[src/inc/saq_pkg.sv]
/*
 * Constants, encodings and register map of the selective acquisition qualifier.
 * Assumes an APB slave with 32-bit data and word-aligned registers.
 */
package saq_pkg;
	// ****************************************
	// Register byte offsets
	// ****************************************
	localparam logic [7:0] OFF_BLK1   = 8'h00; // Block 1 setup
	localparam logic [7:0] OFF_BLK2   = 8'h04; // Block 2 setup
	localparam logic [7:0] OFF_CNTCFG = 8'h08; // Counter setup
	localparam logic [7:0] OFF_DELAY  = 8'h0c; // Shared delay and repeat
	localparam logic [7:0] OFF_CTRL   = 8'h10; // Enables and trigger mode
	localparam logic [7:0] OFF_STATUS = 8'h14; // State and error flags
	localparam logic [7:0] OFF_COUNT  = 8'h18; // Counter value
	// ****************************************
	// Block / counter setup field positions
	// ****************************************
	localparam int F_MODE  = 0;  // [1:0] selection or count mode
	localparam int F_OPEN  = 2;  // [3:2] open point
	localparam int F_CLOSE = 4;  // [6:4] close point
	localparam int F_OWORD = 8;  // [10:8] open word index
	localparam int F_CWORD = 12; // [14:12] close word index
	localparam int F_CLKS  = 16; // [19:16] selected clocks
	// ****************************************
	// Delay register fields
	// ****************************************
	localparam int F_DLY    = 0;  // [7:0] samples after word A
	localparam int F_REP    = 8;  // [17:8] repeat count
	localparam int F_ALWAYS = 20; // Always repeat
	// ****************************************
	// Control fields
	// ****************************************
	localparam int F_SEL_EN = 0; // Data selection on
	localparam int F_CNT_EN = 1; // Counter on
	localparam int F_BRK    = 2; // Sequence break trigger mode
	localparam int F_B_W7   = 3; // Word B used as word 7
	// ****************************************
	// Encodings
	// ****************************************
	localparam logic [1:0] M_CLOCKS  = 2'h0; // Only clocks
	localparam logic [1:0] M_WDCLK   = 2'h1; // Words and clocks
	localparam logic [1:0] M_WORDS   = 2'h2; // Only words; counter: words
	localparam logic [1:0] M_ADLY    = 2'h3; // Word A + delay; counter: time
	localparam logic [1:0] O_START   = 2'h0; // Open at acquisition start
	localparam logic [1:0] O_WORD    = 2'h1; // Open on a list word
	localparam logic [1:0] O_WDLY    = 2'h2; // Open on word delay expiry
	localparam logic [2:0] C_END     = 3'h0; // Close at final trigger
	localparam logic [2:0] C_NEXT    = 3'h1; // Close at next sequence event
	localparam logic [2:0] C_WORD    = 3'h2; // Close on a list word
	localparam logic [2:0] C_WDLY    = 3'h3; // Close on word delay expiry
	localparam logic [2:0] C_NEVER   = 3'h4; // Not decoded; default branch closes at final trigger
	localparam logic [1:0] CM_CLOCKS = 2'h0; // Count samples on clocks
	localparam logic [1:0] CM_WDCLK  = 2'h1; // Count words on clocks
	localparam logic [1:0] CM_WORDS  = 2'h2; // Count words on any clock
	localparam logic [1:0] CM_TIME   = 2'h3; // Count elapsed cycles
	localparam logic [31:0] RESET_ZERO = 32'h0000_0000; // Reset of setup words
endpackage

[src/saq_top.sv]
/*
 * Selective acquisition qualifier: two blocks deciding which state samples
 * are written to acquisition memory, plus a windowed counter, behind APB.
 * Assumes samples and sequencer events arrive on the same clock as a
 * one-cycle sample strobe with its clock id and match flags.
 */
// Local design decisions: register access over APB and the register offsets.
`timescale 1ns/1ps
`default_nettype none
module saq_top #(
	parameter int NCLK = 4, // Clock sources
	parameter int NWRD = 8  // Trigger list words
) (
	input  wire logic            clock,
	input  wire logic            rst,
	input  wire logic            psel,
	input  wire logic            penable,
	input  wire logic            pwrite,
	input  wire logic [7:0]      paddr,
	input  wire logic [31:0]     pwdata,
	output logic      [31:0]     prdata,
	output logic                 pready,
	output logic                 pslverr,
	input  wire logic            acq_start,
	input  wire logic            acq_end,
	input  wire logic            sample_valid,
	input  wire logic [NCLK-1:0] sample_clk,
	input  wire logic            word_a_match,
	input  wire logic            word_b_match,
	input  wire logic [NWRD-1:0] list_word_hit,
	input  wire logic [NWRD-1:0] list_delay_done,
	output logic                 mem_write,
	output logic                 acq_active,
	output logic                 err_worda_delay_with_break,
	output logic                 err_wordb_with_break,
	output logic                 err_wordb_with_worda_delay
);
	// ****************************************
	// State
	// ****************************************
	typedef struct packed {
		logic [31:0] blk1;    // Block 1 setup
		logic [31:0] blk2;    // Block 2 setup
		logic [31:0] cntcfg;  // Counter setup
		logic [31:0] dly;     // Delay and repeat
		logic [3:0]  ctrl;    // Control bits
		logic        active;  // Acquisition running
		logic [1:0]  open;    // Block windows
		logic [1:0]  adly;    // Delay burst running
		logic [7:0]  left1;   // Burst samples left, block 1
		logic [7:0]  left2;   // Burst samples left, block 2
		logic [9:0]  rep1;    // Bursts done, block 1
		logic [9:0]  rep2;    // Bursts done, block 2
		logic        cwin;    // Counter window
		logic [31:0] count;   // Counter value
		logic        done;    // Acquisition finished
		logic [31:0] rdata;   // APB read data
		logic        wr;      // Memory write strobe
	} saq_state_t;
	saq_state_t s_q, s_d;

	// Match terms and sequence event
	logic            wb_ok;   // Word B usable
	logic            wab;     // Word A or B
	logic            seq_evt; // Any sequencer event
	logic            accept1, accept2;
	logic            open_e1, open_e2, close_e1, close_e2, copen, cclose;
	logic            adv;
	logic            sel_c1, sel_c2, sel_cc;

	// Open-point decode, shared by both blocks and counter
	function automatic logic open_hit(input logic [31:0] cfg, input logic st,
		input logic [NWRD-1:0] hit, input logic [NWRD-1:0] dd);
		unique case (cfg[saq_pkg::F_OPEN +: 2])
			saq_pkg::O_START: open_hit = st;
			saq_pkg::O_WORD:  open_hit = hit[cfg[saq_pkg::F_OWORD +: 3]];
			saq_pkg::O_WDLY:  open_hit = dd[cfg[saq_pkg::F_OWORD +: 3]];
			default:          open_hit = 1'b0;
		endcase
	endfunction

	// Close-point decode; END comes from the final trigger
	function automatic logic close_hit(input logic [31:0] cfg, input logic fin,
		input logic nxt, input logic [NWRD-1:0] hit, input logic [NWRD-1:0] dd);
		unique case (cfg[saq_pkg::F_CLOSE +: 3])
			saq_pkg::C_END:  close_hit = fin;
			saq_pkg::C_NEXT: close_hit = nxt;
			saq_pkg::C_WORD: close_hit = hit[cfg[saq_pkg::F_CWORD +: 3]];
			saq_pkg::C_WDLY: close_hit = dd[cfg[saq_pkg::F_CWORD +: 3]];
			default:         close_hit = fin;
		endcase
	endfunction

	// ****************************************
	// Qualification terms
	// ****************************************
	always_comb begin
		wb_ok   = !s_q.ctrl[saq_pkg::F_B_W7];
		wab     = word_a_match || (word_b_match && wb_ok);
		seq_evt = |list_word_hit || |list_delay_done;
		sel_c1  = |(sample_clk & s_q.blk1[saq_pkg::F_CLKS +: NCLK]);
		sel_c2  = |(sample_clk & s_q.blk2[saq_pkg::F_CLKS +: NCLK]);
		sel_cc  = |(sample_clk & s_q.cntcfg[saq_pkg::F_CLKS +: NCLK]);
		// Opening and closing events; the software keeps index order and END legal
		open_e1  = open_hit(s_q.blk1, acq_start, list_word_hit, list_delay_done);
		open_e2  = open_hit(s_q.blk2, acq_start, list_word_hit, list_delay_done);
		close_e1 = close_hit(s_q.blk1, acq_end, seq_evt, list_word_hit,
			list_delay_done);
		close_e2 = close_hit(s_q.blk2, acq_end, seq_evt, list_word_hit,
			list_delay_done);
		copen    = open_hit(s_q.cntcfg, acq_start, list_word_hit, list_delay_done);
		cclose   = close_hit(s_q.cntcfg, acq_end, seq_evt, list_word_hit,
			list_delay_done);
	end

	// Per-block acceptance, one per mode
	function automatic logic blk_take(input logic [1:0] m, input logic ck,
		input logic w, input logic wa, input logic burst);
		unique case (m)
			saq_pkg::M_CLOCKS: blk_take = ck;
			saq_pkg::M_WDCLK:  blk_take = ck && w;
			saq_pkg::M_WORDS:  blk_take = w;
			saq_pkg::M_ADLY:   blk_take = wa || (burst && ck);
		endcase
	endfunction

	always_comb begin
		// Both blocks evaluated in parallel on one sample
		accept1 = sample_valid && s_q.active && s_q.ctrl[saq_pkg::F_SEL_EN] && s_q.open[0] &&
			blk_take(s_q.blk1[1:0], sel_c1, wab, word_a_match, s_q.adly[0]);
		accept2 = sample_valid && s_q.active && s_q.ctrl[saq_pkg::F_SEL_EN] && s_q.open[1] &&
			blk_take(s_q.blk2[1:0], sel_c2, wab, word_a_match, s_q.adly[1]);
		adv = 1'b0;
		// Counter term per count mode
		unique case (s_q.cntcfg[1:0])
			saq_pkg::CM_CLOCKS: adv = sample_valid && sel_cc;
			saq_pkg::CM_WDCLK:  adv = sample_valid && sel_cc && wab;
			saq_pkg::CM_WORDS:  adv = sample_valid && wab;
			saq_pkg::CM_TIME:   adv = 1'b1;
		endcase
	end

	// ****************************************
	// Next state
	// ****************************************
	always_comb begin
		s_d    = s_q;
		s_d.wr = 1'b0;
		// APB register writes
		if (psel && penable && pwrite) begin
			unique case (paddr)
				saq_pkg::OFF_BLK1:   s_d.blk1   = pwdata;
				saq_pkg::OFF_BLK2:   s_d.blk2   = pwdata;
				saq_pkg::OFF_CNTCFG: s_d.cntcfg = pwdata;
				saq_pkg::OFF_DELAY:  s_d.dly    = pwdata;
				saq_pkg::OFF_CTRL:   s_d.ctrl   = pwdata[3:0];
				default: ;
			endcase
		end
		// Acquisition start clears and opens; end closes all
		if (acq_start) begin
			s_d.active = 1'b1;
			s_d.done   = 1'b0;
			s_d.open   = 2'b00;
			s_d.adly   = 2'b00;
			s_d.rep1   = 10'h000;
			s_d.rep2   = 10'h000;
			s_d.cwin   = 1'b0;
			s_d.count  = 32'h0000_0000;
		end
		if (s_q.active || acq_start) begin
			// Block windows: close then open, so an open event wins
			if (s_q.open[0] && close_e1) s_d.open[0] = 1'b0;
			if (s_q.open[1] && close_e2) s_d.open[1] = 1'b0;
			if (open_e1) s_d.open[0] = 1'b1;
			if (open_e2) s_d.open[1] = 1'b1;
			// Counter window, independent of selection
			if (s_q.cwin && cclose) s_d.cwin = 1'b0;
			if (copen && s_q.ctrl[saq_pkg::F_CNT_EN]) s_d.cwin = 1'b1;
			if (s_q.cwin && adv && !acq_start) s_d.count = s_q.count + 32'h0000_0001;
		end
		// Word A + delay bursts, block 1
		if (accept1 && s_q.blk1[1:0] == saq_pkg::M_ADLY) begin
			if (s_q.adly[0] && !word_a_match) begin
				s_d.left1 = s_q.left1 - 8'h01;
				if (s_q.left1 == 8'h01) s_d.adly[0] = 1'b0;
			end else if (!s_q.adly[0] && (s_q.dly[saq_pkg::F_ALWAYS] ||
					s_q.rep1 < s_q.dly[saq_pkg::F_REP +: 10])) begin
				s_d.adly[0] = s_q.dly[7:0] != 8'h00;
				s_d.left1   = s_q.dly[7:0];
				s_d.rep1    = s_q.rep1 + 10'h001;
			end
		end
		// Word A + delay bursts, block 2
		if (accept2 && s_q.blk2[1:0] == saq_pkg::M_ADLY) begin
			if (s_q.adly[1] && !word_a_match) begin
				s_d.left2 = s_q.left2 - 8'h01;
				if (s_q.left2 == 8'h01) s_d.adly[1] = 1'b0;
			end else if (!s_q.adly[1] && (s_q.dly[saq_pkg::F_ALWAYS] ||
					s_q.rep2 < s_q.dly[saq_pkg::F_REP +: 10])) begin
				s_d.adly[1] = s_q.dly[7:0] != 8'h00;
				s_d.left2   = s_q.dly[7:0];
				s_d.rep2    = s_q.rep2 + 10'h001;
			end
		end
		// Final trigger ends acquisition; counter then holds
		if (acq_end && s_q.active && !acq_start) begin
			s_d.active = 1'b0;
			s_d.done   = 1'b1;
			s_d.open   = 2'b00;
			s_d.cwin   = 1'b0;
		end
		// Write strobe registered, one cycle after the sample
		s_d.wr = accept1 || accept2;
		// Read data captured in setup phase
		s_d.rdata = 32'h0000_0000;
		if (psel && !penable && !pwrite) begin
			unique case (paddr)
				saq_pkg::OFF_BLK1:   s_d.rdata = s_q.blk1;
				saq_pkg::OFF_BLK2:   s_d.rdata = s_q.blk2;
				saq_pkg::OFF_CNTCFG: s_d.rdata = s_q.cntcfg;
				saq_pkg::OFF_DELAY:  s_d.rdata = s_q.dly;
				saq_pkg::OFF_CTRL:   s_d.rdata = {28'h0000000, s_q.ctrl};
				saq_pkg::OFF_STATUS: s_d.rdata = {24'h000000, err_wordb_with_worda_delay,
					err_wordb_with_break, err_worda_delay_with_break, s_q.cwin,
					s_q.open, s_q.done, s_q.active};
				saq_pkg::OFF_COUNT:  s_d.rdata = s_q.count;
				default:             s_d.rdata = 32'h0000_0000;
			endcase
		end
	end

	// ****************************************
	// Registers
	// ****************************************
	always_ff @(posedge clock or posedge rst) begin
		if (rst) begin
			s_q <= '0;
		end else begin
			s_q <= s_d;
		end
	end

	// ****************************************
	// Outputs
	// ****************************************
	logic use_adly, use_b;
	always_comb begin
		use_adly = s_q.ctrl[saq_pkg::F_SEL_EN] &&
			(s_q.blk1[1:0] == saq_pkg::M_ADLY || s_q.blk2[1:0] == saq_pkg::M_ADLY);
		use_b    = s_q.ctrl[saq_pkg::F_SEL_EN] && wb_ok &&
			(s_q.blk1[1:0] == saq_pkg::M_WDCLK || s_q.blk1[1:0] == saq_pkg::M_WORDS ||
			 s_q.blk2[1:0] == saq_pkg::M_WDCLK || s_q.blk2[1:0] == saq_pkg::M_WORDS);
	end
	// Conflict flags; software must keep at most one of three
	assign err_worda_delay_with_break = use_adly && s_q.ctrl[saq_pkg::F_BRK];
	assign err_wordb_with_break       = use_b && s_q.ctrl[saq_pkg::F_BRK];
	assign err_wordb_with_worda_delay = use_b && use_adly;
	assign mem_write  = s_q.wr;
	assign acq_active = s_q.active;
	assign prdata     = s_q.rdata;
	assign pready     = psel && penable; // Zero wait states
	assign pslverr    = 1'b0;
endmodule
`default_nettype wire

[config.mk]
export PLATFORM = sky130hd
export DESIGN_NAME = saq_top
export DESIGN_NICKNAME = d
export VERILOG_FILES = /design/src/inc/saq_pkg.sv /design/src/saq_top.sv
export SDC_FILE = /design/constraint.sdc
export NUM_CORES = 1
export LEC_CHECK = 0
export ABC_CLOCK_PERIOD_IN_PS = 10600
export BUFFER_PORTS_ARGS = -buffer_cell sky130_fd_sc_hd__buf_2
export CAP_MARGIN = 20
export CORE_MARGIN = 4
export CORE_UTILIZATION = 50
export CTS_CLUSTER_DIAMETER = 120
export DETAILED_ROUTE_END_ITERATION = 10
export GPL_ROUTABILITY_DRIVEN = 0
export PLACE_DENSITY_LB_ADDON = 0.05
export REMOVE_ABC_BUFFERS = 1
export SYNTH_ARGS = -nofsm -noshare
export SYNTH_HDL_FRONTEND = slang
export SYNTH_SLANG_ARGS = --single-unit
[constraint.sdc]
create_clock -name clock -period 10.6 [get_ports clock]
set_input_delay 1.59 -clock clock [delete_from_list [all_inputs] [get_ports clock]]
set_output_delay 1.59 -clock clock [all_outputs]
set_load 0.01 [all_outputs]
# Word-level counts from Yosys, hierarchy flattened
# Index checks and enable logic that the tools add are counted.
# op_classes
n_addsub	5
multipliers	0
div	0
magnitude_cmp	8
n_eq_ne	32
shifts	0
muxes	65
n_bitwise	3
reduce_logical	80
# ops
cell	count
32-bit case mux with 7 select lines	1
32-bit two-way mux	2
10-bit two-way mux	6
54-bit two-way mux	1
1-bit logical AND	38
1-bit binary-select mux with 3-bit select	12
33-bit two-way mux	1
32-bit by 1-bit adder with 32-bit output, second input constant	1
9-bit two-way mux	3
1-bit two-way mux	25
8-bit by 5-bit == test with 1-bit output, second input constant	3
3-bit by 4-bit < comparator with 1-bit output, second input constant	6
10-bit by 1-bit adder with 10-bit output, second input constant	2
10-bit < comparator	2
2-bit == test, second input constant	9
3-bit by 2-bit == test with 1-bit output, second input constant	6
1-bit case mux with 3 select lines	6
8-bit by 1-bit == test with 1-bit output, second input constant	2
8-bit by 4-bit == test with 1-bit output, second input constant	2
8-bit two-way mux	2
8-bit OR reduction	2
8-bit by 1-bit subtractor with 8-bit output, second input constant	2
2-bit AND reduction	7
4-bit bitwise AND	3
14 further kinds	49
# word_totals
reg_bits	240
latchBits	0
ramBits	0
romBits	0
input_bits	70
out_inout_bits	39
word_cells	210
memories	0

# Longest topological paths before layout
# depth
word_depth	10
ltp_mapped	9
depth_no_buf	8

# Least setup slack after synthesis
# No wires, ideal clock.
# synth_timing
kind	input to output
start	input port penable
end	output port pready
t_arrival_ns	1.755
required_ns	9.010
setup_slack_ns	7.255
path_stages	1
path_buffers	0
path_cell_list	and2_1
# synth_between
elab_chain_len	1
# synth_lines
item	line_no	rtl
start, declared	saq_top.sv:17	input wire logic penable,
1-bit logical AND	saq_top.sv:262	assign pready = psel && penable;
end, declared	saq_top.sv:22	output logic pready,
# No other way between the ends.

# Worst setup path after layout
# layout_timing
start	input port paddr[2]
end	register s_q[191] in the netlist's numbering
# layout_between
elab_chain_len	2
# layout_lines
item	line_no	rtl
start, declared	saq_top.sv:19	input wire logic [7:0] paddr,
8-bit by 3-bit == test with 1-bit output	saq_top.sv:151	unique case (paddr)
2-bit AND reduction (no source line)	--	
end signal, assigned	saq_top.sv:238	s_q <= '0;
end signal, assigned	saq_top.sv:240	s_q <= s_d;
end, declared	saq_top.sv:60	saq_state_t s_q, s_d;
# No other way between the ends.
# A chain may end at the register's enable or synchronous reset.

==> results.ini <==
[yosys]
muxShareOfSynthArea_pct=20.1
synthXorXnorAreaFrac_pct=0.197
synthFlopType=dfrtp_1
syn_inst=1230
ys_seq_area_share_pct=45.0
synth_fa_ha_area_share_pct=3.00
synth_warnings=0
synth_edf_count=0
async_flop_share_pct=100
ys_types=74
synth-compound-area-share_pct=14.0
yosys_register_bits=240
synth_area_um2=13300
avgSynthCellArea_um2=10.8
synth_top_family_by_area=multiplexers
synth-simple-area-share_pct=12.9

[worst_setup_path]
critical-path-max-stage-delay_ps=640
cp_top_family=buffers and inverters
worstPathRequired_ps=11030
path_cells=buf_2, inv_1, nor4_2, nand2_1, buf_4, mux2_2
critPathArrivalTime_ps=4300
cp_max_fo=27
reg2reg_depth=8
startpoint_type=input port
worstSetupPathDepth=6
cp_slowest_cell=nor4_2
path_buf_inv=3
worstSetupPathType=in2reg
cp-end-kind=flop

[finish]
drive_gt1_share_pct=26.9
antenna_cells=0
final_nets=1383
area_growth_pct=11.1

[timing]
rsz0062_at_grt=no
setup_viol=0
setup_tns_ps=0
drv_slew=0
hold_violations=0
worstMarginPinSlew_ps=1030
slew_headroom_pct=31.4
fmax_mhz=258
finalCriticalPeriod_ps=3870
fin_crit_sh_pct=36.5
skew_ps=17.4

[die]
chipWidth_um=171
num_rows=59
die-area_um2=29400
top_level_ports=109
start_util_pct=51.1
die_y_um=171
core_area_um2=26100

[detailed_routing]
vias=10100
ant_nets=0
wire_per_inst_um=21.9
dr.first_iter.drc_count=919
wl_um=35700
wl_met2_um=14900
vias_per_cell=6.21
highest_layer=met4
drc=0
m1WireLength_um=17200
firstDrtPassIters=5
met3_wirelength_um=2720

[pwr]
p_comb_share_pct=5.6
p_int_mw=1.52
irDropWorstVdd_uv=99.5
p_sw_share_pct=23.7
power_leakage_nw=6.76
clkPwrFrac_pct=47.4
p_switching_mw=0.473
pwr-share-seq_pct=47.0
power_density_nw_per_um2=135
finalPower_mw=2.00

[clock_tree]
cts_setup_buffers=0
clk_latency_ps=560
htreeDepth=1
path_clk_slew_ps=60
cts_tree=built
cts.sinks=240
root_buffer=clkbuf_16
clockBufferDepth=3
ctsResizeCount=0
cts_hold_buf=0
numCtsBuffers=27

[placed_design]
dp_hpwl_um=24300
portBuffers=107

[global_route]
grt_pass1_vias=9648
track_usage_pct=24.2
antenna_found_initial=0
grt_pass1_wl_um=55900
grt_max_degree=123
grt-ovfl-total=0

[hold_path]
hold_depth=2
hp-class=reg2reg

[run]
drv_cap=0

[run_status]
status=finished clean

## sequential cells by signal, indices dropped and copies added (netlist names)
register    cells
s_q           206
prdata         32
acq_active      1
mem_write       1
## worst register-to-register path, stage by stage, from the launching register on
cell and delay [ps]:
dfrtp_1 390, inv_1 200, ha_1 300, a211o_1 260
a31oi_1 150, o211ai_1 330, a311oi_4 720, nor2_2 210
a211o_1 340
## layout by cell type (no fill, tap or decap), types with 10 or more instances in the layout
cell,n
nand3_1,34
inv_1,38
a31oi_1,15
nor4_1,15
a21oi_1,59
dfrtp_1,240
clkbuf_16,27
mux2i_1,52
a22o_1,10
buf_4,10
nand2b_1,23
mux4_2,28
o21ai_0,56
a221o_1,10
a22oi_1,43
nor2_1,41
mux2_2,136
nor3_1,13
and3_1,15
nand4_1,13
nand2_1,108
ha_1,32
buf_2,107
## logic make-up (layout without fill, tap and decap cells)
kind of cell    Yosys count  in the layout
buf+inv                 135            203
compound gates          273            273
fa+ha+maj                32             32
mux                     216            216
simple gates            330            330
other cells               1              1
xor+xnor                  3              3
flops                   240            240
## cells in the mapped netlist (4+ instances only)
library cell	instances	area, um2
clkbuf_1	44	165
nor2_1	42	158
nor4_1	15	93.8
mux2_2	136	1530
and2_1	8	50.1
a21oi_1	59	295
a21o_1	7	52.6
nand3_1	36	180
dfrtp_1	240	6010
buf_2	9	45.0
a22o_1	10	87.6
and3_1	15	93.8
o21ai_1	4	20.0
a31oi_1	15	93.8
nand3b_1	5	37.5
o211ai_1	6	45.0
o41ai_1	5	43.8
nand2b_1	23	144
o21ai_0	56	280
buf_1	10	37.5
o31ai_1	7	52.6
or2_2	5	31.3
nor3_1	13	65.1
mux2i_1	52	521
nor2b_1	9	56.3
or3_1	9	56.3
o311ai_0	7	61.3
a221o_1	10	100
inv_1	39	146
nor3b_1	6	45.0
ha_1	32	400
a211o_1	8	70.1
nand4_1	13	81.3
and4_1	4	35.0
nand2_1	108	405
a22oi_1	43	323
a211oi_1	5	37.5
mux4_2	28	631
buf_4	33	248
## power groups by stage
stage | Sequential (mW) | Combinational (mW) | Clock, mW
CTS | 0.936 | 0.113 | 0.965
global placement | 0.953 | 0.111 | 0
global route | 0.938 | 0.123 | 1.00
finish | 0.937 | 0.112 | 0.946
floorplan | 0.949 | 0.0586 | 0
detailed placement | 0.953 | 0.113 | 0
## cell type report
class,instances,area (um2)
clock buffer,36,769
clock inverter,10,119
fill,2283,11300
inverter,39,154
multi-input combinational,855,6720
sequential,240,6010
tap,335,419
timing repair buffer,118,638
## metal layers
metal | GRT usage (%) | vias to the layer above
li1 | - | 4672
met1 | 38.5 | 5057
met2 | 34.9 | 362
met3 | 3.65 | 50
met4 | 5.92 | 0
met5 | 0 | -
## path summary, 6_finish.rpt
path                           from  slack [ps]          to
setup / recovery           paddr[2]        6730    s_q[191]
hold reg to reg             s_q[33]         500     s_q[33]
setup reg to reg           s_q[129]        7590     s_q[75]
min in group asynchronous       rst        1210    s_q[157]
max in group asynchronous       rst        7220  prdata[16]
hold / removal              s_q[33]         500     s_q[33]
## metrics by stage
step                hold slack [ps]  instances  setup WS [ps]  cell area, um2  utilization (%)
global route                    516       1633           6610           14800             56.7
floorplan                       462       1134           2420           12800                -
global placement                488       1586           6310           13900             53.2
finish                          499       1633           6730           14800             56.7
CTS                             497       1632           6800           14800             56.6
detailed placement              483       1586           6230           13900             53.2
No activity file was read; power rests on OpenSTA's default activity.
